## src/pcs_pkg.sv

```systemverilog
/*
 * pcs_pkg: constants, types and register map of the program counter sequencer.
 * assumes a single 40 MHz clock, APB register access and a 14-bit word-addressed program memory.
 */
//
// Operation
// (RULE1) instruction cycle is four system clocks
// (RULE2) four non-overlapping phase enables per cycle
// (RULE3) fetch next word while executing current
// (RULE4) pointer-changing instructions take two cycles
// (RULE5) pointer is fourteen bits wide
// (RULE6) pointer advances by one after fetch
// (RULE7) taken skip: dummy cycle, pointer plus two
// (RULE8) low byte readable, writable, keeps high bits
// (RULE9) low byte write jump inserts dummy cycle
// (RULE10) jump/call: bits 12..0 plus bank bit
// (RULE11) return reloads all fourteen bits from stack
// (RULE12) start-up wait after power-up or wake
// (RULE13) non-sequential events load target address
// (RULE14) reset clears pointer to word zero
// (RULE15) external interrupts vector 0x004 and 0x008
// (RULE16) timer overflows vector 0x00c and 0x010
// (RULE17) serial 0x014, multi-function 0x018
// (RULE18) dummy cycle performs no updates
package pcs_pkg;
	localparam int PC_W            = 14;              // pointer width
	localparam int PHASES          = 4;               // clocks per instruction cycle
	localparam int CLK_HZ          = 40000000;        // system clock rate
	localparam int STARTUP_PERIODS = 1024;            // start-up wait in system periods
	localparam int STARTUP_CYCLES  = STARTUP_PERIODS; // one period equals one clk
	localparam int BANK_BIT_POS    = 5;               // bank select bit position
	// apb byte addresses
	localparam logic [7:0] ADDR_LOW   = 8'h00;        // pointer low byte
	localparam logic [7:0] ADDR_BANK  = 8'h04;        // bank select register
	localparam logic [7:0] ADDR_STAT  = 8'h08;        // full pointer and status
	localparam logic [7:0] ADDR_CTRL  = 8'h0c;        // control address, reads zero and ignores writes
	localparam logic [7:0] BANK_RST   = 8'h00;        // bank select reset value
	localparam logic [13:0] PC_RST    = 14'h0000;     // reset vector
	localparam logic [13:0] VEC_EXT_A = 14'h0004;     // first external interrupt
	localparam logic [13:0] VEC_EXT_B = 14'h0008;     // second external interrupt
	localparam logic [13:0] VEC_TMR0  = 14'h000c;     // timer 0 overflow
	localparam logic [13:0] VEC_TMR1  = 14'h0010;     // timer 1 overflow
	localparam logic [13:0] VEC_SER   = 14'h0014;     // serial port
	localparam logic [13:0] VEC_MULTI = 14'h0018;     // multi-function

	// sequencing operation requested by the decoder for the executing word
	typedef enum logic [2:0] {PCS_OP_NEXT, PCS_OP_SKIP, PCS_OP_JUMP, PCS_OP_CALL,
		PCS_OP_RET, PCS_OP_HALT} pcs_op_e;

	// decoder request, sampled at the end of each execute cycle
	typedef struct packed {
		pcs_op_e     op;       // operation
		logic        skipTake; // skip condition met
		logic [12:0] target;   // instruction code address bits
		logic [13:0] stackTop; // top of return stack
	} pcs_req_s;

	// interrupt acknowledges, one-hot
	typedef struct packed {
		logic extA;
		logic extB;
		logic tmr0;
		logic tmr1;
		logic ser;
		logic multi;
	} pcs_irq_s;
endpackage : pcs_pkg

```

## src/pcs_phase_gen.sv

```systemverilog
/*
 * pcs_phase_gen: divides the clock into four one-hot phase enables and counts start-up.
 * assumes clk and active-low asynchronous nrst; start pulses restart the wait.
 */
`timescale 1ns/1ps
module pcs_phase_gen (
	input  wire logic       clk,
	input  wire logic       nrst,
	input  wire logic       start,
	output logic [3:0]      phase,
	output logic            running
);
	import pcs_pkg::*;

	logic [1:0]  cnt;      // phase counter
	logic [10:0] waitCnt;  // start-up counter
	logic        waiting;  // start-up in progress

	////////////////////////////////////////////////////////////////////////
	// phase counter, frozen during start-up so cycles begin at phase 0
	always_ff @(posedge clk or negedge nrst) begin
		if (!nrst) begin
			cnt   <= 2'h0;
			phase <= 4'h0;
		end else if (waiting || start) begin
			cnt   <= 2'h0;
			phase <= 4'h0;
		end else begin
			cnt   <= cnt + 2'h1;                      // see (RULE1)
			phase <= 4'h1 << cnt;                     // see (RULE2)
		end
	end

	////////////////////////////////////////////////////////////////////////
	// start-up timer after reset or wake
	always_ff @(posedge clk or negedge nrst) begin
		if (!nrst) begin
			waitCnt <= 11'h000;
			waiting <= 1'b1;
		end else if (start) begin
			waitCnt <= 11'h000;
			waiting <= 1'b1;
		end else if (waiting) begin
			waitCnt <= waitCnt + 11'h001;
			if (waitCnt == 11'(STARTUP_CYCLES - 1))
				waiting <= 1'b0;                      // see (RULE12)
		end
	end

	assign running = !waiting;
endmodule : pcs_phase_gen

```

## src/pcs_sequencer.sv

```systemverilog
/*
 * pcs_sequencer: program counter sequencer with fetch/execute overlap and apb registers.
 * assumes program memory returns the word one clock after fetchAddr with fetchEn,
 * and a decoder that drives req during each execute cycle.
 */
// The register offsets and the APB register port were left to the implementer.
`timescale 1ns/1ps
module pcs_sequencer (
	input  wire logic              clk,
	input  wire logic              nrst,
	// apb slave
	input  wire logic              psel,
	input  wire logic              penable,
	input  wire logic              pwrite,
	input  wire logic [7:0]        paddr,
	input  wire logic [31:0]       pwdata,
	output logic [31:0]            prdata,
	output logic                   pready,
	output logic                   pslverr,
	// program memory
	output logic [13:0]            fetchAddr,
	output logic                   fetchEn,
	input  wire logic [15:0]       fetchData,
	// decoder
	input  wire pcs_pkg::pcs_req_s req,
	input  wire pcs_pkg::pcs_irq_s irqAck,
	input  wire logic              wake,
	output logic [15:0]            execWord,
	output logic                   execValid,
	output logic                   execStrobe,
	output logic                   pushEn,
	output logic [13:0]            pushAddr,
	output logic                   halted
);
	import pcs_pkg::*;

	////////////////////////////////////////////////////////////////////////
	// state
	logic [13:0] instrPointer;    // program counter, fourteen bits: see (RULE5)
	logic [7:0]  bankSelectReg;   // bank select register
	logic        dummy;           // current execute cycle is a dummy
	logic [3:0]  phase;           // phase enables
	logic        running;         // start-up finished
	logic        startPulse;      // restart start-up timer
	logic        lowWrPend;       // low byte write awaits cycle end
	logic [7:0]  lowWrData;       // pending low byte

	////////////////////////////////////////////////////////////////////////
	// decode wires
	wire         bankSelectBit = bankSelectReg[BANK_BIT_POS];
	// startPulse masks the one clock between leaving halt and the timer restart
	wire         cycEnd    = phase[3] && running && !halted && !startPulse;
	wire         fetchPh   = phase[0] && running && !halted && !startPulse;
	wire         apbAcc    = psel && penable;
	wire         apbWr     = apbAcc && pwrite;
	wire         hitLow    = paddr == ADDR_LOW;
	wire         hitBank   = paddr == ADDR_BANK;
	wire         hitStat   = paddr == ADDR_STAT;
	wire         hitCtrl   = paddr == ADDR_CTRL;
	wire         hitAny    = hitLow || hitBank || hitStat || hitCtrl;
	wire         anyIrq    = |irqAck;
	wire         live      = !dummy;                      // see (RULE18)
	wire         skipGo    = live && req.op == PCS_OP_SKIP && req.skipTake;
	wire         jumpGo    = live && (req.op == PCS_OP_JUMP || req.op == PCS_OP_CALL);
	wire         retGo     = live && req.op == PCS_OP_RET;
	wire         haltGo    = live && req.op == PCS_OP_HALT;
	wire         lowGo     = lowWrPend;
	wire         redirect  = anyIrq || jumpGo || retGo || lowGo;
	wire [13:0]  execAddr  = instrPointer - 14'h2;                          // address of the executing word
	wire [13:0]  skipAddr  = {execAddr[13], execAddr[12:0] + 13'h2};        // see (RULE7)
	wire [13:0]  jumpAddr  = {bankSelectBit, req.target};                  // see (RULE10)
	wire [13:0]  lowAddr   = {instrPointer[13:8], lowWrData};              // see (RULE8)
	logic [13:0] irqVec;

	// vector select, first acknowledge wins
	always_comb begin
		irqVec = PC_RST;
		if (irqAck.extA)       irqVec = VEC_EXT_A;            // see (RULE15)
		else if (irqAck.extB)  irqVec = VEC_EXT_B;            // see (RULE15)
		else if (irqAck.tmr0)  irqVec = VEC_TMR0;             // see (RULE16)
		else if (irqAck.tmr1)  irqVec = VEC_TMR1;             // see (RULE16)
		else if (irqAck.ser)   irqVec = VEC_SER;              // see (RULE17)
		else if (irqAck.multi) irqVec = VEC_MULTI;            // see (RULE17)
	end

	// next pointer at cycle end; pointer already holds prefetch address + 1
	logic [13:0] next_instrPointer;
	always_comb begin
		if (anyIrq)       next_instrPointer = irqVec;          // see (RULE13)
		else if (lowGo)   next_instrPointer = lowAddr;         // see (RULE9)
		else if (retGo)   next_instrPointer = req.stackTop;    // see (RULE11)
		else if (jumpGo)  next_instrPointer = jumpAddr;        // see (RULE13)
		else if (skipGo)  next_instrPointer = skipAddr;        // see (RULE7)
		else              next_instrPointer = instrPointer;
	end

	pcs_phase_gen u_pcs_phase_gen (
		.clk     (clk),
		.nrst    (nrst),
		.start   (startPulse),
		.phase   (phase),
		.running (running)
	);

	////////////////////////////////////////////////////////////////////////
	// fetch: issue address in phase 0, bump pointer
	always_ff @(posedge clk or negedge nrst) begin
		if (!nrst) begin
			fetchAddr <= PC_RST;
			fetchEn   <= 1'b0;
		end else begin
			fetchEn <= fetchPh;
			if (fetchPh)
				fetchAddr <= instrPointer;                      // see (RULE3)
		end
	end

	////////////////////////////////////////////////////////////////////////
	// pointer update
	always_ff @(posedge clk or negedge nrst) begin
		if (!nrst)
			instrPointer <= PC_RST;                              // see (RULE14)
		else if (fetchPh)
			instrPointer <= instrPointer + 14'h1;                // see (RULE6)
		else if (cycEnd)
			instrPointer <= next_instrPointer;
	end

	////////////////////////////////////////////////////////////////////////
	// execute stage: latch prefetched word, flag discarded ones as dummy
	always_ff @(posedge clk or negedge nrst) begin
		if (!nrst) begin
			execWord   <= 16'h0000;
			execValid  <= 1'b0;
			execStrobe <= 1'b0;
			dummy      <= 1'b1;
		end else begin
			execStrobe <= cycEnd;
			if (cycEnd) begin
				execWord  <= fetchData;
				dummy     <= redirect || skipGo;               // see (RULE4)
				execValid <= !(redirect || skipGo);
			end
		end
	end

	////////////////////////////////////////////////////////////////////////
	// return stack push for calls and interrupts
	always_ff @(posedge clk or negedge nrst) begin
		if (!nrst) begin
			pushEn   <= 1'b0;
			pushAddr <= PC_RST;
		end else begin
			pushEn <= cycEnd && (anyIrq || (jumpGo && req.op == PCS_OP_CALL));
			if (cycEnd)
				pushAddr <= instrPointer - 14'h1;                // word after the executing one
		end
	end

	////////////////////////////////////////////////////////////////////////
	// halt and wake
	always_ff @(posedge clk or negedge nrst) begin
		if (!nrst) begin
			halted     <= 1'b0;
			startPulse <= 1'b0;
		end else begin
			startPulse <= halted && wake;                       // see (RULE12)
			if (halted && wake)
				halted <= 1'b0;
			else if (cycEnd && haltGo)
				halted <= 1'b1;
		end
	end

	////////////////////////////////////////////////////////////////////////
	// apb registers, zero wait states
	always_ff @(posedge clk or negedge nrst) begin
		if (!nrst) begin
			bankSelectReg <= BANK_RST;
			lowWrPend     <= 1'b0;
			lowWrData     <= 8'h00;
			prdata        <= 32'h0000_0000;
			pready        <= 1'b0;
			pslverr       <= 1'b0;
		end else begin
			pready  <= psel && !penable;
			pslverr <= psel && !penable && !hitAny;
			if (apbWr && hitBank && pready)
				bankSelectReg <= pwdata[7:0];
			if (apbWr && hitLow && pready) begin
				lowWrPend <= 1'b1;                              // see (RULE8)
				lowWrData <= pwdata[7:0];
			end else if (cycEnd)
				lowWrPend <= 1'b0;
			if (psel && !penable) begin
				if (hitLow)       prdata <= {24'h0, instrPointer[7:0]};
				else if (hitBank) prdata <= {24'h0, bankSelectReg};
				else if (hitStat) prdata <= {16'h0, halted, running, instrPointer};
				else              prdata <= 32'h0000_0000;
			end
		end
	end
endmodule : pcs_sequencer

```

## config.mk

```make
export PLATFORM = sky130hd
export DESIGN_NAME = pcs_sequencer
export DESIGN_NICKNAME = d
export VERILOG_FILES = /design/src/pcs_pkg.sv /design/src/pcs_phase_gen.sv /design/src/pcs_sequencer.sv
export SDC_FILE = /design/constraint.sdc
export NUM_CORES = 1
export LEC_CHECK = 0
export BUFFER_PORTS_ARGS = -buffer_cell sky130_fd_sc_hd__clkbuf_2
export CAP_MARGIN = 25
export CORE_ASPECT_RATIO = 0.6
export CORE_MARGIN = 1
export CORE_UTILIZATION = 42
export DETAILED_ROUTE_END_ITERATION = 8
export GPL_ROUTABILITY_DRIVEN = 0
export PLACE_DENSITY = 0.71
export SKIP_CTS_REPAIR_TIMING = 1
export SYNTH_ARGS = -nofsm -noshare
export SYNTH_HDL_FRONTEND = slang
export SYNTH_SLANG_ARGS = --single-unit
```

## constraint.sdc

```tcl
create_clock -name clk -period 3.5 [get_ports clk]
set_input_delay 0.35 -clock clk [delete_from_list [all_inputs] [get_ports clk]]
set_output_delay 0.35 -clock clk [all_outputs]
set_load 0.01 [all_outputs]
```

==> results of run 1 <==
==> cell families (layout without fill, tap and decap cells) <==
group | after synthesis | after routing
simple gates | 291 | 291
compound gates | 144 | 144
flops | 116 | 116
buf+inv | 72 | 214
xor+xnor | 37 | 37
mux | 20 | 20
fa+ha+maj | 8 | 8
other cells | 1 | 16
==> metal layers <==
layer	wire [um]	share of wire, %	vias to the layer above
met3	1820	11	9
met1	8340	49	2595
met2	6680	39	268
li1	-	-	2663
met5	0	0	-
met4	72	0.43	0
==> cell usage after synthesis (all sizes together), types with 3 or more instances <==
master	number	share of area, %
a31oi	6	0.61
nand4	9	0.92
a221oi	9	1.3
nor2b	3	0.31
xnor2	22	3.1
o211ai	4	0.49
ha	8	1.6
nand3	15	1.2
xor2	15	2.1
a21oi	24	2.0
o21ai	54	4.4
mux2	17	3.1
o21a	3	0.37
or4	6	0.86
inv	18	1.1
a211oi	3	0.37
nor4	9	0.92
dfrtp	114	47
and2	6	0.61
a211o	4	0.57
and3	4	0.41
nand2	135	8.3
a22o	7	1.0
nor3	20	1.6
nand2b	4	0.41
o31ai	5	0.61
buf	19	2.3
or3	6	0.61
clkbuf	34	2.1
o22ai	3	0.31
a22oi	6	0.73
mux2i	3	0.49
nor2	64	3.9
nor3b	3	0.37
==> final cells by class <==
class,instances,area (um2)
Fill cell,1331,6330
Multi-Input combinational cell,516,2950
Tap cell,192,240
Clock buffer,19,453
Sequential cell,116,2910
Timing Repair Buffer,163,873
Inverter,19,71.3
Clock inverter,13,133
==> metrics by stage <==
stage	power [mW]	utilization [%]
final	5.65	54.6
after global routing	5.99	54.6
after CTS	5.63	54.6
after detailed placement	3.89	50.4
after global placement	3.86	50.4
after floorplan	3.19	-
==> report_power, final <==
group / switching, mW / internal [mW]
combinational: 1.19 / 0.774
clock: 0.634 / 1.08
sequential: 0.308 / 1.66
total: 2.14 / 3.52
==> path summary, 6_finish.rpt <==
check,start,endpoint
min in group clk,fetchData[14],execWord[14]$_DFFE_PN0P_
worst min-delay path,nrst,pushAddr[6]$_DFFE_PN0P_
max in group asynchronous,nrst,u_pcs_phase_gen.waiting$_DFF_PN1_
worst max-delay path,instrPointer[2]$_DFFE_PN0P_,instrPointer[12]$_DFFE_PN0P_
worst max register to register,instrPointer[2]$_DFFE_PN0P_,instrPointer[12]$_DFFE_PN0P_
worst min register to register,u_pcs_phase_gen.cnt[0]$_DFF_PN0_,u_pcs_phase_gen.cnt[0]$_DFF_PN0_
==> worst max-delay path: stages (launching register included) <==
cell and delay, ns:
dfrtp_1 0.49, inv_1 0.14, ha_1 0.36, inv_1 0.17, or3_1 0.40, a211o_1 0.32
a211o_1 0.30, or3_1 0.41, a2111o_1 0.42, nand3_1 0.09
==> cell usage in the layout, fill, tap and decap left out, drive strengths merged, types with 16 or more instances in the layout <==
cell type	instances
nor2	64
inv	19
nor3	20
conb	16
a21oi	24
o21ai	54
mux2	17
nand2	135
dfrtp	114
clkbuf	159
xnor2	22
buf	23
==> registers in the layout, indices dropped and copies added, names as in the netlist, 2 cells and up <==
signal                   flops
fetchAddr                   14
u_pcs_phase_gen.cnt          2
u_pcs_phase_gen.phase        2
execWord                    16
instrPointer                14
prdata                      16
lowWrData                    8
pushAddr                    14
bankSelectReg                8
u_pcs_phase_gen.waitCnt     11
==> impl_results.md, run 1 <==
* Least-Margin Pin Slew at approximately 0.70 ns
* Avg Vias per Cell at 5.33
* Hold_ws at -0.0390 ns
* GRT busiest layer: met1
* Leakage at about 3.7 nW
* Row count at 33
* Synth cell types at slightly below 60
* GR Util met2 at about a third
* Post-synth EDFFs at 0
* Worst vdd ir at between 0.3 and 0.4 mV
* Post-Syn Area at 6130 um2
* # DRC at 0
* Minimum clock period after layout at ~3.2 ns
* First-pass GRT wire length at approximately 27 mm
* Tot GR Track Use at around a quarter
* Routed wire length at between 15 and 20 mm
* Met3 usage at ~7.5%
* Mux cell area share after synthesis at 3.61%
* Peak Freq at between 300 and 400 MHz
* TritonCTS clock tree: done
* Total number of yosys warnings at 0
* PwrDens at ~740 nW/um2
* Non-filler cells, final at ~1,000
* Max-slew headroom at a little over half
* Final Skew at roughly 0.0084 ns
* Die width at 158 um
* Dpl cell area at slightly above 7000 um2
* Post-Place Cells at ~1,000
* Antenna Nets Post-Route at 0
* Post-synthesis average cell area at a little under 9 um2
* CP endpoint kind: flop
* Port buffer count at between 100 and 150
* Post-synth top flop: dfrtp_1
* Startpoint types: flop
* Simple-Gate Fraction of Synth Area at between 20% and 30%
* Total congestion overflow at 0
* Post-synthesis compound-gate area fraction at 15.1%
* N_diodes at 0
* Ys async rst share at 100%
* H-tree levels at 4
* Post-Synth XOR/XNOR Area at around 5.3%
* Largest net degree at the start of global routing at about 50
* Cell area after layout at approximately 7600 um2
* Largest family of logic cells by synthesized area: simple AND/OR/NAND/NOR gates
* Vias at 5,535
* Setup TNS at 0 ns
* Arrival time of the worst setup path at roughly 3.5 ns
* Io pins at between 150 and 200
* Final setup fails at 0
* Worst-Skew Late Latency at approximately 0.41 ns
* Met1 usage at between 30 and 40%
* Vias in the first global route at 5,028
* Final WS setup at 0.328 ns
* Adder-Cell Fraction of Synth Area at under 10%
* Clk root buf: clkbuf_16
* Full die area at between 15,000 and 20,000 um2
* Dpl hpwl at approximately 12 mm
* Hold/Removal Path Class: input pin to async pin
* Number of max-cap violations at 0
* RSZ-0062 raised after global routing: false
* Clk buf depth at 2
* Crit Path Category: flop to flop
* Clock sinks at around 120
* Routed len/inst at roughly 16 um
* Die height at around 96 um
* Layout Area Growth over Synthesis at 24.4%
* Reg2Reg Depth at 9
* CP required at 3.84 ns
* Failing checks: negative hold slack
* Place WS at approximately 0.42 ns
* Clock Pin Slew Worst Setup and Hold Paths at approximately 0.06 ns
* Status: complete, but fails checks
* Clock buffer count from CTS at 17
* Core ar. at between 10,000 and 15,000 um2
* Seq/Total Area, Yosys at a little under half
* Drt initial violations at 592
* Initial core utilization at a little over two fifths
* Share of layout cells above drive strength 1 at 26.2%
* Nets@finish at 940
* Period utilization at between 90% and 100%
* Final hold vios at between 40 and 50
* CP max FO at 9
* Mapped Cells at a little under 700
* Drt pass-1 iters at 5
* Initial antenna violation count at 0
* Synth Register Bits at ~120
* FF-to-FF setup slack at 0.33 ns
* Final Max Tran Viols at 0
Note: power is estimated with default switching activity, not from simulation.
==> run 2: changes to the inputs <==
--- a/config.mk
+++ b/config.mk
@@ -9,10 +9,11 @@
 export CAP_MARGIN = 25
 export CORE_ASPECT_RATIO = 0.6
 export CORE_MARGIN = 1
-export CORE_UTILIZATION = 42
+export CORE_UTILIZATION = 40
 export DETAILED_ROUTE_END_ITERATION = 8
 export GPL_ROUTABILITY_DRIVEN = 0
-export PLACE_DENSITY = 0.71
+export GPL_TIMING_DRIVEN = 0
+export PLACE_DENSITY = 0.68
 export SKIP_CTS_REPAIR_TIMING = 1
 export SYNTH_ARGS = -nofsm -noshare
 export SYNTH_HDL_FRONTEND = slang
==> run 2 against run 1 <==
  * The run now ends clean
  * First-iteration DRC count is 10% lower
  * Clock power is 8% higher
  * Sequential share of layout area is 0.91 points lower
  * Core utilization is 1.5 points lower
  * Via count is 3.7% higher
  * Die area is 4.9% higher
  * Register-to-register slack worse by 0.17 ns
  * Power is 3.5% higher
  * Critical path type unchanged
  * Worst hold slack better by 0.16 ns
  * Flip-flop and latch count stayed put
  * Sequential power is 4% lower
==> impl_results.md, run 2 (synthesized netlist as in run 1, its figures left out) <==
* Status: finished clean
* Reg2Reg Depth at 10
* Final setup fails at 0
* Tot GR Track Use at a little under a quarter
* Die height at 97.9 um
* Vias at around 5,700
* H-tree levels at 4
* Share of layout cells above drive strength 1 at 25.2%
* Final Max Tran Viols at 0
* CP max stage delay at roughly 0.46 ns
* Minimum clock period after layout at ~3.3 ns
* Peak Freq at about 300 MHz
* Crit path depth at 10
* Total congestion overflow at 0
* Initial antenna violation count at 0
* Leakage at about 3.8 nW
* CP max FO at 10
* Top flop regs: execWord x16, prdata x16
* Post-Place Cells at about 1,000
* Sw Ratio at 38.2%
* Routed wire length at 17.7 mm
* Critical path, cell by cell: buf_2 > inv_1 > ha_2 > inv_1 > or3_1 > a211o_1 > a211o_1 > or3_1 > a2111o_1 > nand3_1
* Total power at 5.85 mW
* Antenna Nets Post-Route at 0
* Most frequent cells in the layout: 140 x clkbuf_2, 135 x nand2_1, 113 x dfrtp_1
* Layout Area Growth over Synthesis at 27.5%
* Clk root buf: clkbuf_16
* Drt initial violations at between 500 and 600
* Max-slew headroom at between 20% and 30%
* Startpoint types: flop
* Hold Path Origin: fetchData[9]
* Routed len/inst at about 16 um
* Vias in the first global route at about 5,300
* Core ar. at approximately 15,000 um2
* Die width at 162 um
* CP required at between 3 and 4 ns
* R2r startpoint: instrPointer[1]$_DFFE_PN0P_
* Met2 wire length at around 6.9 mm
* Period utilization at 95.4%
* Initial core utilization at about two fifths
* Commonest non-fill, non-tap cell in the layout: clkbuf_2
* CP Launch Point: instrPointer[1]$_DFFE_PN0P_
* NetSw at around 2.2 mW
* DRT met1 WL at between 8 and 9 mm
* Io pins at about 180
* Row count at 34
* RSZ-0062 raised after global routing: false
* Nets@finish at between 900 and 1,000
* Least-Margin Pin Slew at 1.05 ns
* Buf/Inv on CP at 3
* Arrival time of the worst setup path at about 3.7 ns
* Combinational share of power at a little over a third
* Min-Delay Path Depth at 3
* Worst-Skew Late Latency at approximately 0.42 ns
* Clock Pin Slew Worst Setup and Hold Paths at roughly 0.060 ns
* N_diodes at 0
* Worst vdd ir at 0.371 mV
* Crit Path Category: flop to flop
* TritonCTS clock tree: done
* CP endpoint kind: flop
* Number of max-cap violations at 0
* Clock share of power at 31.4%
* Full die area at between 15,000 and 20,000 um2
* P_int at 3.61 mW
* Avg Vias per Cell at 5.33
* Final Skew at roughly 0.028 ns
* Clock sinks at between 100 and 150
* Metal3 WL at 1.97 mm
* PwrDens at about 750 nW/um2
* Final hold vios at 0
* Port buffer count at 141
* Setup TNS at 0 ns
* Seq pwr share at ~33%
* First-pass GRT wire length at 27.9 mm
* Highest metal used: met4
* Max stage delay cell, worst path: or3_1
* Hold/Removal Path Class: input pin to flop
* Drt pass-1 iters at 5
* Non-filler cells, final at around 1,100
* Clk buf depth at 2
* Top delay family on crit path: compound AO/OA/AOI/OAI gates
* # DRC at 0
* Largest net degree at the start of global routing at 97
* Clock buffer count from CTS at 17
* Dpl hpwl at approximately 13 mm
-- run 2: metrics by stage --
step	hold WS, ns	cell area, um2	worst slack, ns	util, %
final	0.124	7820	0.159	53.1
after global routing	0.121	7820	0.0396	53.1
after CTS	-0.216	7810	-0.200	53.0
after detailed placement	0.226	7180	-0.144	48.8
after global placement	0.454	7140	-0.114	48.5
after floorplan	0.0544	6190	0.395	-
-- run 2: final timing paths --
| path | to | slack (ns) |
|---|---|---|
| min in group asynchronous | pushAddr[0]$_DFFE_PN0P_ | 0.37 |
| max | instrPointer[12]$_DFFE_PN0P_ | 0.16 |
| max in group asynchronous | u_pcs_phase_gen.waiting$_DFF_PN1_ | 2.41 |
| min reg2reg | u_pcs_phase_gen.cnt[0]$_DFF_PN0_ | 0.47 |
| max reg2reg | instrPointer[12]$_DFFE_PN0P_ | 0.16 |
| min | execWord[9]$_DFFE_PN0P_ | 0.12 |
-- run 2: power by group through the flow --
| stage | Combinational [mW] | Sequential (mW) | Clock [mW] |
|---|---|---|---|
| 5_1_grt | 2.33 | 1.94 | 1.93 |
| 6_report | 2.11 | 1.90 | 1.84 |
| 2_1_floorplan | 1.23 | 1.96 | 0 |
| 3_3_place_gp | 2.01 | 1.90 | 0 |
| 4_1_cts | 2.08 | 1.88 | 1.86 |
| 3_5_place_dp | 2.05 | 1.90 | 0 |
-- run 2: per-layer routing --
metal	up-vias	GRT usage [%]
met5	-	0
met4	0	6.53
met3	20	8.67
met2	289	31.2
met1	2699	34.6
li1	2730	-
-- run 2: worst reg2reg max path, cell delays in order (launching register included) --
cell and delay [ns]:
dfrtp_1 0.45, buf_2 0.23, inv_1 0.14, ha_2 0.30, inv_1 0.16, or3_1 0.39, a211o_1 0.32, a211o_1 0.30
or3_1 0.46, a2111o_1 0.44, nand3_1 0.09
-- run 2: area by class of cell --
type                       instances  area [um2]
clock inverter                    13         173
multi-input combinational        516        2950
clock buffer                      19         453
timing repair buffer             144         757
fill                            1382        6900
inverter                          19        71.3
tap                              198         248
sequential                       116        2910
buffer                            51         260
